**src/hw/lic_params.svh**
```systemverilog
// Constants for the link impedance calibration register bank
// Function
// RULE_01 - Bank reached only through index register then data register.
// RULE_02 - One control register per link, indices 14h and 2Ch, same layout.
// RULE_03 - Status at 30h/38h and result at 34h/3Ch, per link.
// RULE_04 - Bits 2:0 weight n, default 2; avg moves by 2^-n toward sample.
// RULE_05 - Bit 8 run, default one; result refreshed while set.
// RULE_06 - Bit 9 enables common-mode termination calibration, default zero.
// RULE_07 - Bit 10 receive termination enable, default one, passed to PHY.
// RULE_08 - Bit 11 selects receive (0) or transmit (1) result.
// RULE_09 - Status bit 8 set whenever a new result is placed.
// RULE_10 - Acquired when average and sample differ by at most one; lost otherwise.
// RULE_11 - Result refreshed once every 1K core clocks while running.
// RULE_12 - Result carries the selected 5-bit impedance code.
// RULE_13 - Result resets to 0000FFFFh.
// RULE_14 - Both links hold separate state and run the same logic.
`ifndef LIC_PARAMS_SVH
`define LIC_PARAMS_SVH
`define LIC_INDEX_OFF 8'hd4
`define LIC_DATA_OFF 8'hd8
`define LIC_CTRL0_OFF 8'h14
`define LIC_CTRL1_OFF 8'h2c
`define LIC_STAT0_OFF 8'h30
`define LIC_RES0_OFF 8'h34
`define LIC_STAT1_OFF 8'h38
`define LIC_RES1_OFF 8'h3c
`define LIC_WEIGHT_LSB 0
`define LIC_RUN_BIT 8
`define LIC_CM_BIT 9
`define LIC_TERM_BIT 10
`define LIC_SEL_BIT 11
`define LIC_CTRL_RST 7'h2a
`define LIC_RESULT_RST 32'h0000_ffff
`define LIC_REFRESH_CLKS 1024
`endif

```
**src/hw/lic_pkg.sv**
```systemverilog
// Types shared by the link impedance calibration register bank
package lic_pkg;
    // Control fields of one link, as forwarded to the calibrator
    typedef struct packed {
        logic report_select;
        logic receive_termination_enable;
        logic common_mode_cal_enable;
        logic calibration_run;
        logic [2:0] averaging_weight;
    } lic_ctrl_t;
    // Raw impedance codes from the calibrator of one link
    typedef struct packed {
        logic [4:0] tx;
        logic [4:0] rx;
    } lic_sample_t;
    // One configuration space access
    typedef struct packed {
        logic req;
        logic wr;
        logic [7:0] addr;
        logic [31:0] wdata;
    } lic_cfg_t;
endpackage

```
**src/hw/lic_regs.sv**
```systemverilog
// Indirect calibration register bank for two links
`timescale 1ns/1ps
`include "lic_params.svh"
module lic_regs
    import lic_pkg::*;
#(
    parameter int REFRESH_CYCLES = `LIC_REFRESH_CLKS,
    parameter logic [7:0] CAL_VERSION = 8'h5a // Arbitrary value
) (
    input wire logic i_clk,
    input wire logic i_srst,
    input wire lic_cfg_t i_cfg,
    input wire lic_sample_t [1:0] i_cal_sample,
    output logic o_cfg_ack,
    output logic [31:0] o_cfg_rdata,
    output lic_ctrl_t [1:0] o_link_ctrl
);
    localparam int TW = $clog2(REFRESH_CYCLES);
    localparam logic [7:0] CTRL_OFF [2] = '{`LIC_CTRL0_OFF, `LIC_CTRL1_OFF};
    localparam logic [7:0] STAT_OFF [2] = '{`LIC_STAT0_OFF, `LIC_STAT1_OFF};
    localparam logic [7:0] RES_OFF [2] = '{`LIC_RES0_OFF, `LIC_RES1_OFF};

    // ----------------------------------------------------------------
    // Helper functions
    // ----------------------------------------------------------------

    // Fixed point average step, 5 integer and 8 fraction bits
    function automatic logic [12:0] lic_avg_step(
        input logic [12:0] avg,
        input logic [4:0] s,
        input logic [2:0] n
    );
        logic [12:0] sf;
        sf = {s, 8'h00};
        lic_avg_step = avg - (avg >> n) + (sf >> n); // RULE_04
    endfunction

    // True when two codes differ by at most one
    function automatic logic lic_near(
        input logic [4:0] a,
        input logic [4:0] b
    );
        if (a > b) begin
            lic_near = (a - b) <= 5'h1;
        end else begin
            lic_near = (b - a) <= 5'h1;
        end
    endfunction

    // ----------------------------------------------------------------
    // State
    // ----------------------------------------------------------------
    logic [7:0] index_reg, index_next;
    lic_ctrl_t [1:0] ctrl_reg, ctrl_next;
    logic ack_reg, ack_next;
    logic [31:0] rdata_reg, rdata_next;
    logic data_hit;
    logic [1:0] stat_rd;
    logic [1:0] tick;
    lic_sample_t [1:0] s1_reg, s2_reg;
    logic [TW-1:0] timer_reg [2];
    logic [TW-1:0] timer_next [2];
    logic [12:0] avg_tx_reg [2];
    logic [12:0] avg_tx_next [2];
    logic [12:0] avg_rx_reg [2];
    logic [12:0] avg_rx_next [2];
    logic [1:0] have_reg, have_next;
    logic [1:0] done_reg, done_next;
    logic [1:0] acq_tx_reg, acq_tx_next;
    logic [1:0] lost_tx_reg, lost_tx_next;
    logic [1:0] acq_rx_reg, acq_rx_next;
    logic [1:0] lost_rx_reg, lost_rx_next;
    logic [31:0] result_reg [2];
    logic [31:0] result_next [2];

    // ----------------------------------------------------------------
    // Configuration access
    // ----------------------------------------------------------------

    // Decode index and data register, select indirect target
    always_comb begin
        index_next = index_reg;
        ctrl_next = ctrl_reg;
        ack_next = i_cfg.req;
        rdata_next = 32'h0000_0000;
        stat_rd = 2'b00;
        data_hit = i_cfg.req && (i_cfg.addr == `LIC_DATA_OFF); // RULE_01
        if (i_cfg.req && (i_cfg.addr == `LIC_INDEX_OFF)) begin // RULE_01
            if (i_cfg.wr) begin
                index_next = i_cfg.wdata[7:0];
            end else begin
                rdata_next = {24'h00_0000, index_reg};
            end
        end
        for (int l = 0; l < 2; l++) begin // RULE_14
            if (data_hit && (index_reg == CTRL_OFF[l])) begin // RULE_02
                if (i_cfg.wr) begin
                    ctrl_next[l].averaging_weight =
                        i_cfg.wdata[`LIC_WEIGHT_LSB +: 3]; // RULE_04
                    ctrl_next[l].calibration_run =
                        i_cfg.wdata[`LIC_RUN_BIT]; // RULE_05
                    ctrl_next[l].common_mode_cal_enable =
                        i_cfg.wdata[`LIC_CM_BIT]; // RULE_06
                    ctrl_next[l].receive_termination_enable =
                        i_cfg.wdata[`LIC_TERM_BIT]; // RULE_07
                    ctrl_next[l].report_select =
                        i_cfg.wdata[`LIC_SEL_BIT]; // RULE_08
                end else begin
                    rdata_next = {20'h0_0000,
                        ctrl_reg[l].report_select,
                        ctrl_reg[l].receive_termination_enable,
                        ctrl_reg[l].common_mode_cal_enable,
                        ctrl_reg[l].calibration_run,
                        5'h00,
                        ctrl_reg[l].averaging_weight};
                end
            end
            if (data_hit && !i_cfg.wr && (index_reg == STAT_OFF[l])) begin // RULE_03
                rdata_next = {19'h0_0000, lost_rx_reg[l], acq_rx_reg[l],
                    lost_tx_reg[l], acq_tx_reg[l], done_reg[l], CAL_VERSION};
                stat_rd[l] = 1'b1; // Reading status clears done
            end
            if (data_hit && !i_cfg.wr && (index_reg == RES_OFF[l])) begin // RULE_03
                rdata_next = result_reg[l];
            end
        end
    end

    // Register configuration state
    always_ff @(posedge i_clk) begin
        if (i_srst) begin
            index_reg <= 8'h00;
            ack_reg <= 1'b0;
            rdata_reg <= 32'h0000_0000;
            for (int l = 0; l < 2; l++) begin
                ctrl_reg[l] <= `LIC_CTRL_RST; // RULE_05
            end
        end else begin
            index_reg <= index_next;
            ack_reg <= ack_next;
            rdata_reg <= rdata_next;
            ctrl_reg <= ctrl_next;
        end
    end

    // ----------------------------------------------------------------
    // Calibrator side
    // ----------------------------------------------------------------

    // Two-stage synchroniser on the calibrator codes
    always_ff @(posedge i_clk) begin
        if (i_srst) begin
            s1_reg <= '0;
            s2_reg <= '0;
        end else begin
            s1_reg <= i_cal_sample;
            s2_reg <= s1_reg;
        end
    end

    // Refresh timer, averaging and status per link
    always_comb begin
        for (int l = 0; l < 2; l++) begin // RULE_14
            tick[l] = ctrl_reg[l].calibration_run &&
                (timer_reg[l] == TW'(REFRESH_CYCLES - 1)); // RULE_11
            timer_next[l] = timer_reg[l] + 1'b1;
            if (!ctrl_reg[l].calibration_run || tick[l]) begin // RULE_05
                timer_next[l] = '0;
            end
            avg_tx_next[l] = avg_tx_reg[l];
            avg_rx_next[l] = avg_rx_reg[l];
            have_next[l] = have_reg[l];
            acq_tx_next[l] = acq_tx_reg[l];
            lost_tx_next[l] = lost_tx_reg[l];
            acq_rx_next[l] = acq_rx_reg[l];
            lost_rx_next[l] = lost_rx_reg[l];
            result_next[l] = result_reg[l];
            done_next[l] = done_reg[l] && !stat_rd[l];
            if (tick[l]) begin
                if (have_reg[l]) begin
                    avg_tx_next[l] = lic_avg_step(avg_tx_reg[l], s2_reg[l].tx,
                        ctrl_reg[l].averaging_weight); // RULE_04
                    avg_rx_next[l] = lic_avg_step(avg_rx_reg[l], s2_reg[l].rx,
                        ctrl_reg[l].averaging_weight); // RULE_04
                end else begin
                    avg_tx_next[l] = {s2_reg[l].tx, 8'h00}; // First sample seeds
                    avg_rx_next[l] = {s2_reg[l].rx, 8'h00};
                end
                have_next[l] = 1'b1;
                acq_tx_next[l] = lic_near(avg_tx_next[l][12:8], s2_reg[l].tx); // RULE_10
                lost_tx_next[l] = !acq_tx_next[l]; // RULE_10
                acq_rx_next[l] = lic_near(avg_rx_next[l][12:8], s2_reg[l].rx); // RULE_10
                lost_rx_next[l] = !acq_rx_next[l]; // RULE_10
                if (ctrl_reg[l].report_select) begin // RULE_08
                    result_next[l] = {27'h000_0000, avg_tx_next[l][12:8]}; // RULE_12
                end else begin
                    result_next[l] = {27'h000_0000, avg_rx_next[l][12:8]}; // RULE_12
                end
                done_next[l] = 1'b1; // RULE_09
            end
        end
    end

    // Register calibration state
    always_ff @(posedge i_clk) begin
        if (i_srst) begin
            have_reg <= 2'b00;
            done_reg <= 2'b00;
            acq_tx_reg <= 2'b00;
            lost_tx_reg <= 2'b00;
            acq_rx_reg <= 2'b00;
            lost_rx_reg <= 2'b00;
            for (int l = 0; l < 2; l++) begin
                timer_reg[l] <= '0;
                avg_tx_reg[l] <= 13'h0000;
                avg_rx_reg[l] <= 13'h0000;
                result_reg[l] <= `LIC_RESULT_RST; // RULE_13
            end
        end else begin
            have_reg <= have_next;
            done_reg <= done_next;
            acq_tx_reg <= acq_tx_next;
            lost_tx_reg <= lost_tx_next;
            acq_rx_reg <= acq_rx_next;
            lost_rx_reg <= lost_rx_next;
            timer_reg <= timer_next;
            avg_tx_reg <= avg_tx_next;
            avg_rx_reg <= avg_rx_next;
            result_reg <= result_next;
        end
    end

    // Outputs straight from flops
    assign o_cfg_ack = ack_reg;
    assign o_cfg_rdata = rdata_reg;
    assign o_link_ctrl = ctrl_reg; // RULE_06 RULE_07
endmodule

```
**config.mk**
```make
export PLATFORM = sky130hd
export DESIGN_NAME = lic_regs
export DESIGN_NICKNAME = d
export VERILOG_FILES = /design/src/hw/lic_pkg.sv /design/src/hw/lic_regs.sv
export VERILOG_INCLUDE_DIRS = /design/src /design/src/hw
export SDC_FILE = /design/constraint.sdc
export NUM_CORES = 1
export LEC_CHECK = 0
export ABC_AREA = 1
export BUFFER_PORTS_ARGS = -buffer_cell sky130_fd_sc_hd__buf_4
export CORE_UTILIZATION = 39
export CTS_CLUSTER_SIZE = 14
export DETAILED_ROUTE_END_ITERATION = 6
export GPL_TIMING_DRIVEN = 1
export RECOVER_POWER = 100
export SYNTH_ARGS = -nofsm -noshare
export SYNTH_HDL_FRONTEND = slang
export SYNTH_SLANG_ARGS = --single-unit
```
**constraint.sdc**
```tcl
create_clock -name i_clk -period 5.3 [get_ports i_clk]
set_input_delay 0.53 -clock i_clk [delete_from_list [all_inputs] [get_ports i_clk]]
set_output_delay 0.53 -clock i_clk [all_outputs]
set_load 0.03 [all_outputs]
```
=== Word level (Yosys, flattened, before mapping) ===
Index checks and enable logic that the tools add are counted.

* Output and inout bits: 47
* Register bits after elaboration: 243
* Bits of input ports: 64
* Word-level logic and storage cells: 149

* Shift-type cells: 8
* Equal/unequal tests: 10
* Reduce and logical (&&, ||, !) cells: 29
* Add/subtract/negate cells: 18
* Multiplexer cells: 32
* $lt $le $gt $ge: 12

{| class="wikitable"
|+ Operators by type and width
! operator !! number
|-
| $mux 32 || 8
|-
| $mux 13 || 8
|-
| $shr 13x3->13 || 8
|-
| $add 13x13->13 || 4
|-
| $sub 13x13->13 || 4
|-
| $eq 8x6->1 const B || 5
|-
| $le 5x1->1 const B || 8
|-
| $sub 5x5->5 || 8
|-
| $add 10x1->10 const B || 2
|-
| $eq 10x10->1 const B || 2
|-
| $gt 5x5->1 || 4
|-
| $eq 8x8->1 const B || 2
|-
| $mux 8 || 2
|-
| $logic_and 1x1->1 || 13
|-
| $mux 1 || 12
|-
| $mux 5 || 2
|-
| $logic_not 1->1 || 9
|-
| $eq 8x5->1 const B || 1
|-
| $reduce_and 2->1 || 3
|-
| $reduce_or 2->1 || 2
|-
| $logic_or 1x1->1 || 2
|}

=== Depth between registers and ports, before layout ===
* Word-level depth: 11
* Mapped depth: 35
* Gate-level depth less buffers: 35

=== Worst setup path before layout ===
OpenSTA, ideal clock, no wires.

* Kind: register to register
* From: reg ctrl_reg, in the netlist o_link_ctrl[8]
* To: reg lost_tx_reg[1]
* Data required time: 5168 ps
* Setup slack: 489 ps
* Library setup time: 132 ps
* Clock period less this slack: 4811 ps
* Cell stages (with the launch flop): 28
* Arrival time: 4679 ps
* Path buffers: 3
* Cell sequence: dfxtp_1 clkbuf_1 clkbuf_1 clkbuf_1 nand2_1 nand3_1 o21ai_0 fa_1 inv_1 ha_1 nand2_1 nand2_1 a31oi_1 o21ai_1 a31oi_1 xnor2_1 nand2_1 o21ai_1 inv_1 ha_1 fa_1 o21ai_0 a21oi_1 xor2_1 nor3_1 nor2_1 nand2_1 a21oi_2

* Longest elaborated chain between the ends: 10
* Elaborated cells on any way between the ends: 14
* Those cells by class: 4 x add/sub; 3 x order compare; 2 x shift; 4 x mux; 1 x reduce/logical

{| class="wikitable"
|+ Ends and longest elaborated chain
! what !! RTL line !! text
|-
| from (decl) || lic_regs.sv:54 || <nowiki>lic_ctrl_t [1:0] ctrl_reg, ctrl_next;</nowiki>
|-
| from (signal, indexed assignment) || lic_regs.sv:136 || <nowiki>ctrl_reg[l] <= `LIC_CTRL_RST;</nowiki>
|-
| from (signal assigned) || lic_regs.sv:142 || <nowiki>ctrl_reg <= ctrl_next;</nowiki>
|-
| $shr 13x3->13 || lic_regs.sv:35 || <nowiki>lic_avg_step = avg - (avg >> n) + (sf >> n);</nowiki>
|-
| $sub 13x13->13 || lic_regs.sv:35 ||
|-
| $add 13x13->13 (*) || lic_regs.sv:35 ||
|-
| $mux 13 (*) || lic_regs.sv:180 || <nowiki>if (have_reg[l]) begin</nowiki>
|-
| $mux 13 (*) || lic_regs.sv:179 || <nowiki>if (tick[l]) begin</nowiki>
|-
| $sub 5x5->5 (on tied branches) || lic_regs.sv:46, lic_regs.sv:44 ||
|-
| $le 5x1->1 (on tied branches) || lic_regs.sv:46, lic_regs.sv:44 ||
|-
| $mux 1 (*) || lic_regs.sv:43 || <nowiki>if (a > b) begin</nowiki>
|-
| $mux 1 (*) || lic_regs.sv:179 ||
|-
| $logic_not 1->1 (*) || lic_regs.sv:191 || <nowiki>lost_tx_next[l] = !acq_tx_next[l];</nowiki>
|-
| to (signal assigned) || lic_regs.sv:223 || <nowiki>lost_tx_reg <= lost_tx_next;</nowiki>
|-
| to (decl) || lic_regs.sv:70 || <nowiki>logic [1:0] lost_tx_reg, lost_tx_next;</nowiki>
|}

Mark *: on every way between the ends. The rest lies on a longest branch, timed or not. The select of a mux whose other input is x is not followed.
A chain may end at the register's enable or synchronous reset.

=== Worst setup path after layout ===
* From: reg ctrl_reg, in the netlist o_link_ctrl[7]
* To: reg lost_rx_reg[1]

* Longest elaborated chain between the ends: 10
* Elaborated cells on any way between the ends: 14
* Those cells by class: 4 x add/sub; 3 x order compare; 2 x shift; 4 x mux; 1 x reduce/logical

{| class="wikitable"
|+ Ends and longest elaborated chain
! what !! RTL line !! text
|-
| $shr 13x3->13 || lic_regs.sv:35 ||
|-
| $sub 13x13->13 || lic_regs.sv:35 ||
|-
| $add 13x13->13 (*) || lic_regs.sv:35 ||
|-
| $mux 13 (*) || lic_regs.sv:180 ||
|-
| $mux 13 (*) || lic_regs.sv:179 ||
|-
| $sub 5x5->5 (on tied branches) || lic_regs.sv:46, lic_regs.sv:44 ||
|-
| $le 5x1->1 (on tied branches) || lic_regs.sv:46, lic_regs.sv:44 ||
|-
| $mux 1 (*) || lic_regs.sv:43 ||
|-
| $mux 1 (*) || lic_regs.sv:179 ||
|-
| $logic_not 1->1 (*) || lic_regs.sv:193 || <nowiki>lost_rx_next[l] = !acq_rx_next[l];</nowiki>
|-
| to (signal assigned) || lic_regs.sv:225 || <nowiki>lost_rx_reg <= lost_rx_next;</nowiki>
|-
| to (decl) || lic_regs.sv:72 || <nowiki>logic [1:0] lost_rx_reg, lost_rx_next;</nowiki>
|}

Marks and branches as above.

==> impl_metrics.prom <==
# TYPE chip_impl_metric gauge
chip_impl_metric{name="grt_antenna_before_repair",unit=""} 0
chip_impl_metric{name="cts_hold_repair.buffers",unit=""} 0
chip_impl_metric{name="numCtsBuffers",unit=""} 17
chip_impl_metric{name="placement.setup.worst_slack",unit="ns"} 0.09052
chip_impl_metric{name="register_area",unit="µm²"} 3471
chip_impl_metric{name="multi_input_area",unit="µm²"} 8756
chip_impl_metric{name="final_cell_count_no_fill",unit=""} 2659
chip_impl_metric{name="clkTransAtPathRegs",unit="ns"} 0.08
chip_impl_metric{name="clock_insertion_delay_worst_skew",unit="ns"} 0.46
chip_impl_metric{name="drtAntennaViolNets",unit=""} 0
chip_impl_metric{name="layout-drive-gt1-share",unit="%"} 9.554
chip_impl_metric{name="io_buffer_count",unit=""} 74
chip_impl_metric{name="area_delta_synth_final",unit="%"} 10.99
chip_impl_info{name="crit_path_end_kind",value="flip-flop"} 1
chip_impl_metric{name="starting_density_of_the_core",unit="%"} 39.56
chip_impl_metric{name="antenna-diode-count",unit=""} 0
chip_impl_metric{name="async_flop_share",unit="%"} 0
chip_impl_info{name="min_path_type",value="in -> reg"} 1
chip_impl_info{name="hold_path.startpoint",value="i_cal_sample[12]"} 1
chip_impl_metric{name="gr_usage_total",unit="%"} 20.90
chip_impl_metric{name="sum_of_negative_setup_slack",unit="ns"} 0
chip_impl_metric{name="place.detailed.hpwl",unit="mm"} 28.50
chip_impl_metric{name="die_width",unit="µm"} 192.0
chip_impl_metric{name="grt_max_degree",unit=""} 77
chip_impl_metric{name="filler_instances",unit=""} 3814
chip_impl_metric{name="max-cap-violations",unit=""} 0
chip_impl_info{name="cts_tree",value="built"} 1
chip_impl_metric{name="post_place_cells",unit=""} 2619
chip_impl_metric{name="netlist_area",unit="µm²"} 14070
chip_impl_metric{name="finalWorstPathRequiredPeriod",unit="ns"} 4.920
chip_impl_metric{name="grt_pass1_vias",unit=""} 12440
chip_impl_metric{name="grt_first_pass_wirelength",unit="mm"} 61.39
chip_impl_metric{name="layout.nets",unit=""} 2379
chip_impl_metric{name="yosysWarningCount",unit=""} 0
chip_impl_metric{name="dr_total_vias",unit=""} 13350
chip_impl_info{name="dominantRegCellSynth",value="sky130_fd_sc_hd__dfxtp_1"} 1
chip_impl_info{name="grt_setup_unrepaired",value="no"} 1
chip_impl_metric{name="die-height",unit="µm"} 192.0
chip_impl_metric{name="average_cell_area_after_synthesis",unit="µm²"} 6.554
chip_impl_metric{name="synth-seq-cells",unit=""} 173
chip_impl_metric{name="max-slew-margin-rel",unit="%"} 23.73
chip_impl_metric{name="gpl.final_weighted_congestion",unit=""} 0.9113
chip_impl_metric{name="worst_pin_slew",unit="ns"} 1.140
chip_impl_metric{name="max_freq",unit="MHz"} 203.3
chip_impl_metric{name="design.core.area",unit="µm²"} 35570
chip_impl_info{name="root_buffer",value="sky130_fd_sc_hd__clkbuf_16"} 1
chip_impl_metric{name="cts.sinks",unit=""} 173
chip_impl_metric{name="detail_route.wl_per_cell",unit="µm"} 14.38
chip_impl_metric{name="ratio_of_final_minimum_period_to_clock_period",unit="%"} 92.82
chip_impl_metric{name="die-area",unit="µm²"} 36850
chip_impl_metric{name="yosysUniqueCellTypes",unit=""} 48
chip_impl_metric{name="io_pins",unit=""} 111
chip_impl_metric{name="hold_viol",unit=""} 0
chip_impl_metric{name="number_of_buffers_on_the_longest_clock_path",unit=""} 2
chip_impl_metric{name="synth-edff-count",unit=""} 0
chip_impl_metric{name="total_congestion_overflow",unit=""} 0
chip_impl_metric{name="post_synth_inst_count",unit=""} 2147
chip_impl_info{name="critical_path.startpoint",value="o_link_ctrl[7]"} 1
chip_impl_metric{name="power.leakage",unit="nW"} 7.140
chip_impl_metric{name="critPathRequiredTime",unit="ns"} 5.69
chip_impl_metric{name="final.setup.worst_slack",unit="ns"} 0.3805
chip_impl_info{name="crit-reg2reg-launch",value="o_link_ctrl[7]"} 1
chip_impl_metric{name="synth-seq-area-share",unit="%"} 24.61
chip_impl_metric{name="dr.first_iter.drc_count",unit=""} 819
chip_impl_metric{name="powerDensity",unit="nW/µm²"} 195.5
chip_impl_metric{name="fin_worst_skew",unit="ns"} 0.01249
chip_impl_metric{name="worst-path-max-fanout",unit=""} 20
chip_impl_metric{name="htreeDepth",unit=""} 4
chip_impl_metric{name="routed_via_density",unit=""} 5.020
chip_impl_info{name="run_status",value="complete, no violations"} 1
chip_impl_info{name="setup.worst_path.start_class",value="flip-flop"} 1
chip_impl_metric{name="route.final.wire_length",unit="mm"} 38.23
chip_impl_metric{name="drc",unit=""} 0
chip_impl_metric{name="detailedRoute.firstPassIterationCount",unit=""} 5
chip_impl_metric{name="worst_ir_drop_vdd",unit="V"} 0.0002030
chip_impl_metric{name="timing.critical_path.arrival",unit="ns"} 5.31
chip_impl_metric{name="setup-violations-final",unit=""} 0
chip_impl_info{name="critical_path_class",value="reg -> reg"} 1
chip_impl_metric{name="post-route-util",unit="%"} 43.91
chip_impl_metric{name="placement_rows",unit=""} 69
chip_impl_metric{name="timing.final.max_slew_violations",unit=""} 0
## worst paths after layout
check                   end  slack [ns]  depth (start not counted)
max          lost_rx_reg[1]        0.38                         24
min              s1_reg[12]        0.27                          3
max reg2reg  lost_rx_reg[1]        0.38                         24
min reg2reg      s2_reg[18]        0.40                          2
## Yosys cell counts, types with 17 or more instances
master / instances / area share [%]
sky130_fd_sc_hd__ha_1: 78 / 6.9
sky130_fd_sc_hd__buf_4: 18 / 0.96
sky130_fd_sc_hd__xnor2_1: 18 / 1.1
sky130_fd_sc_hd__nand2_2: 17 / 0.76
sky130_fd_sc_hd__buf_2: 20 / 0.71
sky130_fd_sc_hd__inv_1: 358 / 9.5
sky130_fd_sc_hd__o21ai_1: 23 / 0.82
sky130_fd_sc_hd__nand2_1: 503 / 13
sky130_fd_sc_hd__nor2_1: 128 / 3.4
sky130_fd_sc_hd__nand3_1: 90 / 3.2
sky130_fd_sc_hd__a21oi_1: 143 / 5.1
sky130_fd_sc_hd__nor3_1: 18 / 0.64
sky130_fd_sc_hd__dfxtp_1: 173 / 25
sky130_fd_sc_hd__nand4_1: 32 / 1.4
sky130_fd_sc_hd__fa_1: 52 / 7.4
sky130_fd_sc_hd__o21ai_0: 223 / 7.9
sky130_fd_sc_hd__clkbuf_1: 61 / 1.6
sky130_fd_sc_hd__xor2_1: 28 / 1.7
sky130_fd_sc_hd__o211ai_1: 26 / 1.4
## per-layer routing
layer	share of wire, %	GRT usage (%)
met5	0	0
met2	47	35.50
met4	1.5	5.495
met1	47	27.66
met3	4.1	2.741
## cell type report
cell class	count	area share, %
Clock inverter	14	1.081
Clock buffer	18	2.748
Sequential cell	173	22.22
Multi-Input combinational cell	1506	56.06
Timing Repair Buffer	115	5.215
Tap cell	461	3.693
Inverter	372	8.980
## critical path: stages (launching register included)
cell and delay [ns]:
sky130_fd_sc_hd__dfxtp_4 0.41, sky130_fd_sc_hd__buf_12 0.17, sky130_fd_sc_hd__o21ai_0 0.36, sky130_fd_sc_hd__mux2i_1 0.17, sky130_fd_sc_hd__mux2i_1 0.28, sky130_fd_sc_hd__fa_1 0.47, sky130_fd_sc_hd__inv_1 0.07, sky130_fd_sc_hd__ha_1 0.30
sky130_fd_sc_hd__nand2_1 0.09, sky130_fd_sc_hd__nand2_1 0.07, sky130_fd_sc_hd__a21oi_1 0.20, sky130_fd_sc_hd__nand3_2 0.13, sky130_fd_sc_hd__a21oi_1 0.17, sky130_fd_sc_hd__o21ai_0 0.13, sky130_fd_sc_hd__xor2_1 0.23, sky130_fd_sc_hd__nand2_1 0.10
sky130_fd_sc_hd__nand2_1 0.16, sky130_fd_sc_hd__ha_1 0.31, sky130_fd_sc_hd__a21oi_1 0.20, sky130_fd_sc_hd__o21ai_2 0.09, sky130_fd_sc_hd__o211ai_1 0.18, sky130_fd_sc_hd__a21oi_1 0.08, sky130_fd_sc_hd__a31oi_1 0.29, sky130_fd_sc_hd__nand2_2 0.10
sky130_fd_sc_hd__a21oi_2 0.11
## power breakdown
part | switching (W) | internal [W]
Combinational | 0.000273 | 0.000159
Clock | 0.000654 | 0.000637
Sequential | 0.0000131 | 0.00132
## stage by stage
stage / total power [W] / instance area [µm²] / hold WS [ns]
3_3_place_gp: 0.001783 / 15010 / 0.3897
5_1_grt: 0.003188 / 15620 / 0.2585
3_5_place_dp: 0.001789 / 15010 / 0.3943
6_report: 0.003053 / 15620 / 0.2699
2_1_floorplan: 0.001681 / 14130 / 0.3883
4_1_cts: 0.003086 / 15610 / 0.2512
## kinds of logic (layout without fill, tap and decap cells)
group | Yosys count | in the layout | share of synthesized area [%]
flops | 173 | 173 | 24.61
compound gates | 451 | 451 | 17.08
other cells | 1 | 16 | 0.02665
xor+xnor | 46 | 46 | 2.863
mux | 12 | 12 | 0.8536
simple gates | 851 | 851 | 26.47
buf+inv | 483 | 519 | 13.76
fa+ha+maj | 130 | 130 | 14.33
## cells in the final DEF, fill, tap and decap left out, drive strengths merged
cell type	count
o21a	2
and2b	1
a21oi	146
a211oi	7
nand2	520
a41oi	1
nor3	21
o21ai	248
nor3b	6
inv	373
or2	16
xor2	28
ha	78
buf	89
nor2	142
nand3b	3
o221ai	1
o21bai	1
a31oi	15
o31ai	3
nand3	106
o211ai	26
fa	52
mux2i	12
nor4	4
conb	16
a221oi	1
clkinvlp	2
dfxtp	173
clkinv	11
xnor2	18
clkbuf	44
nand4	32
## what timing repair did
action / in CTS / in global routing
setup buffers: 0 / 7
resized for setup: 0 / 26
endpoints found under the setup margin: 0 / 8
(Power assumes the default switching activity.)
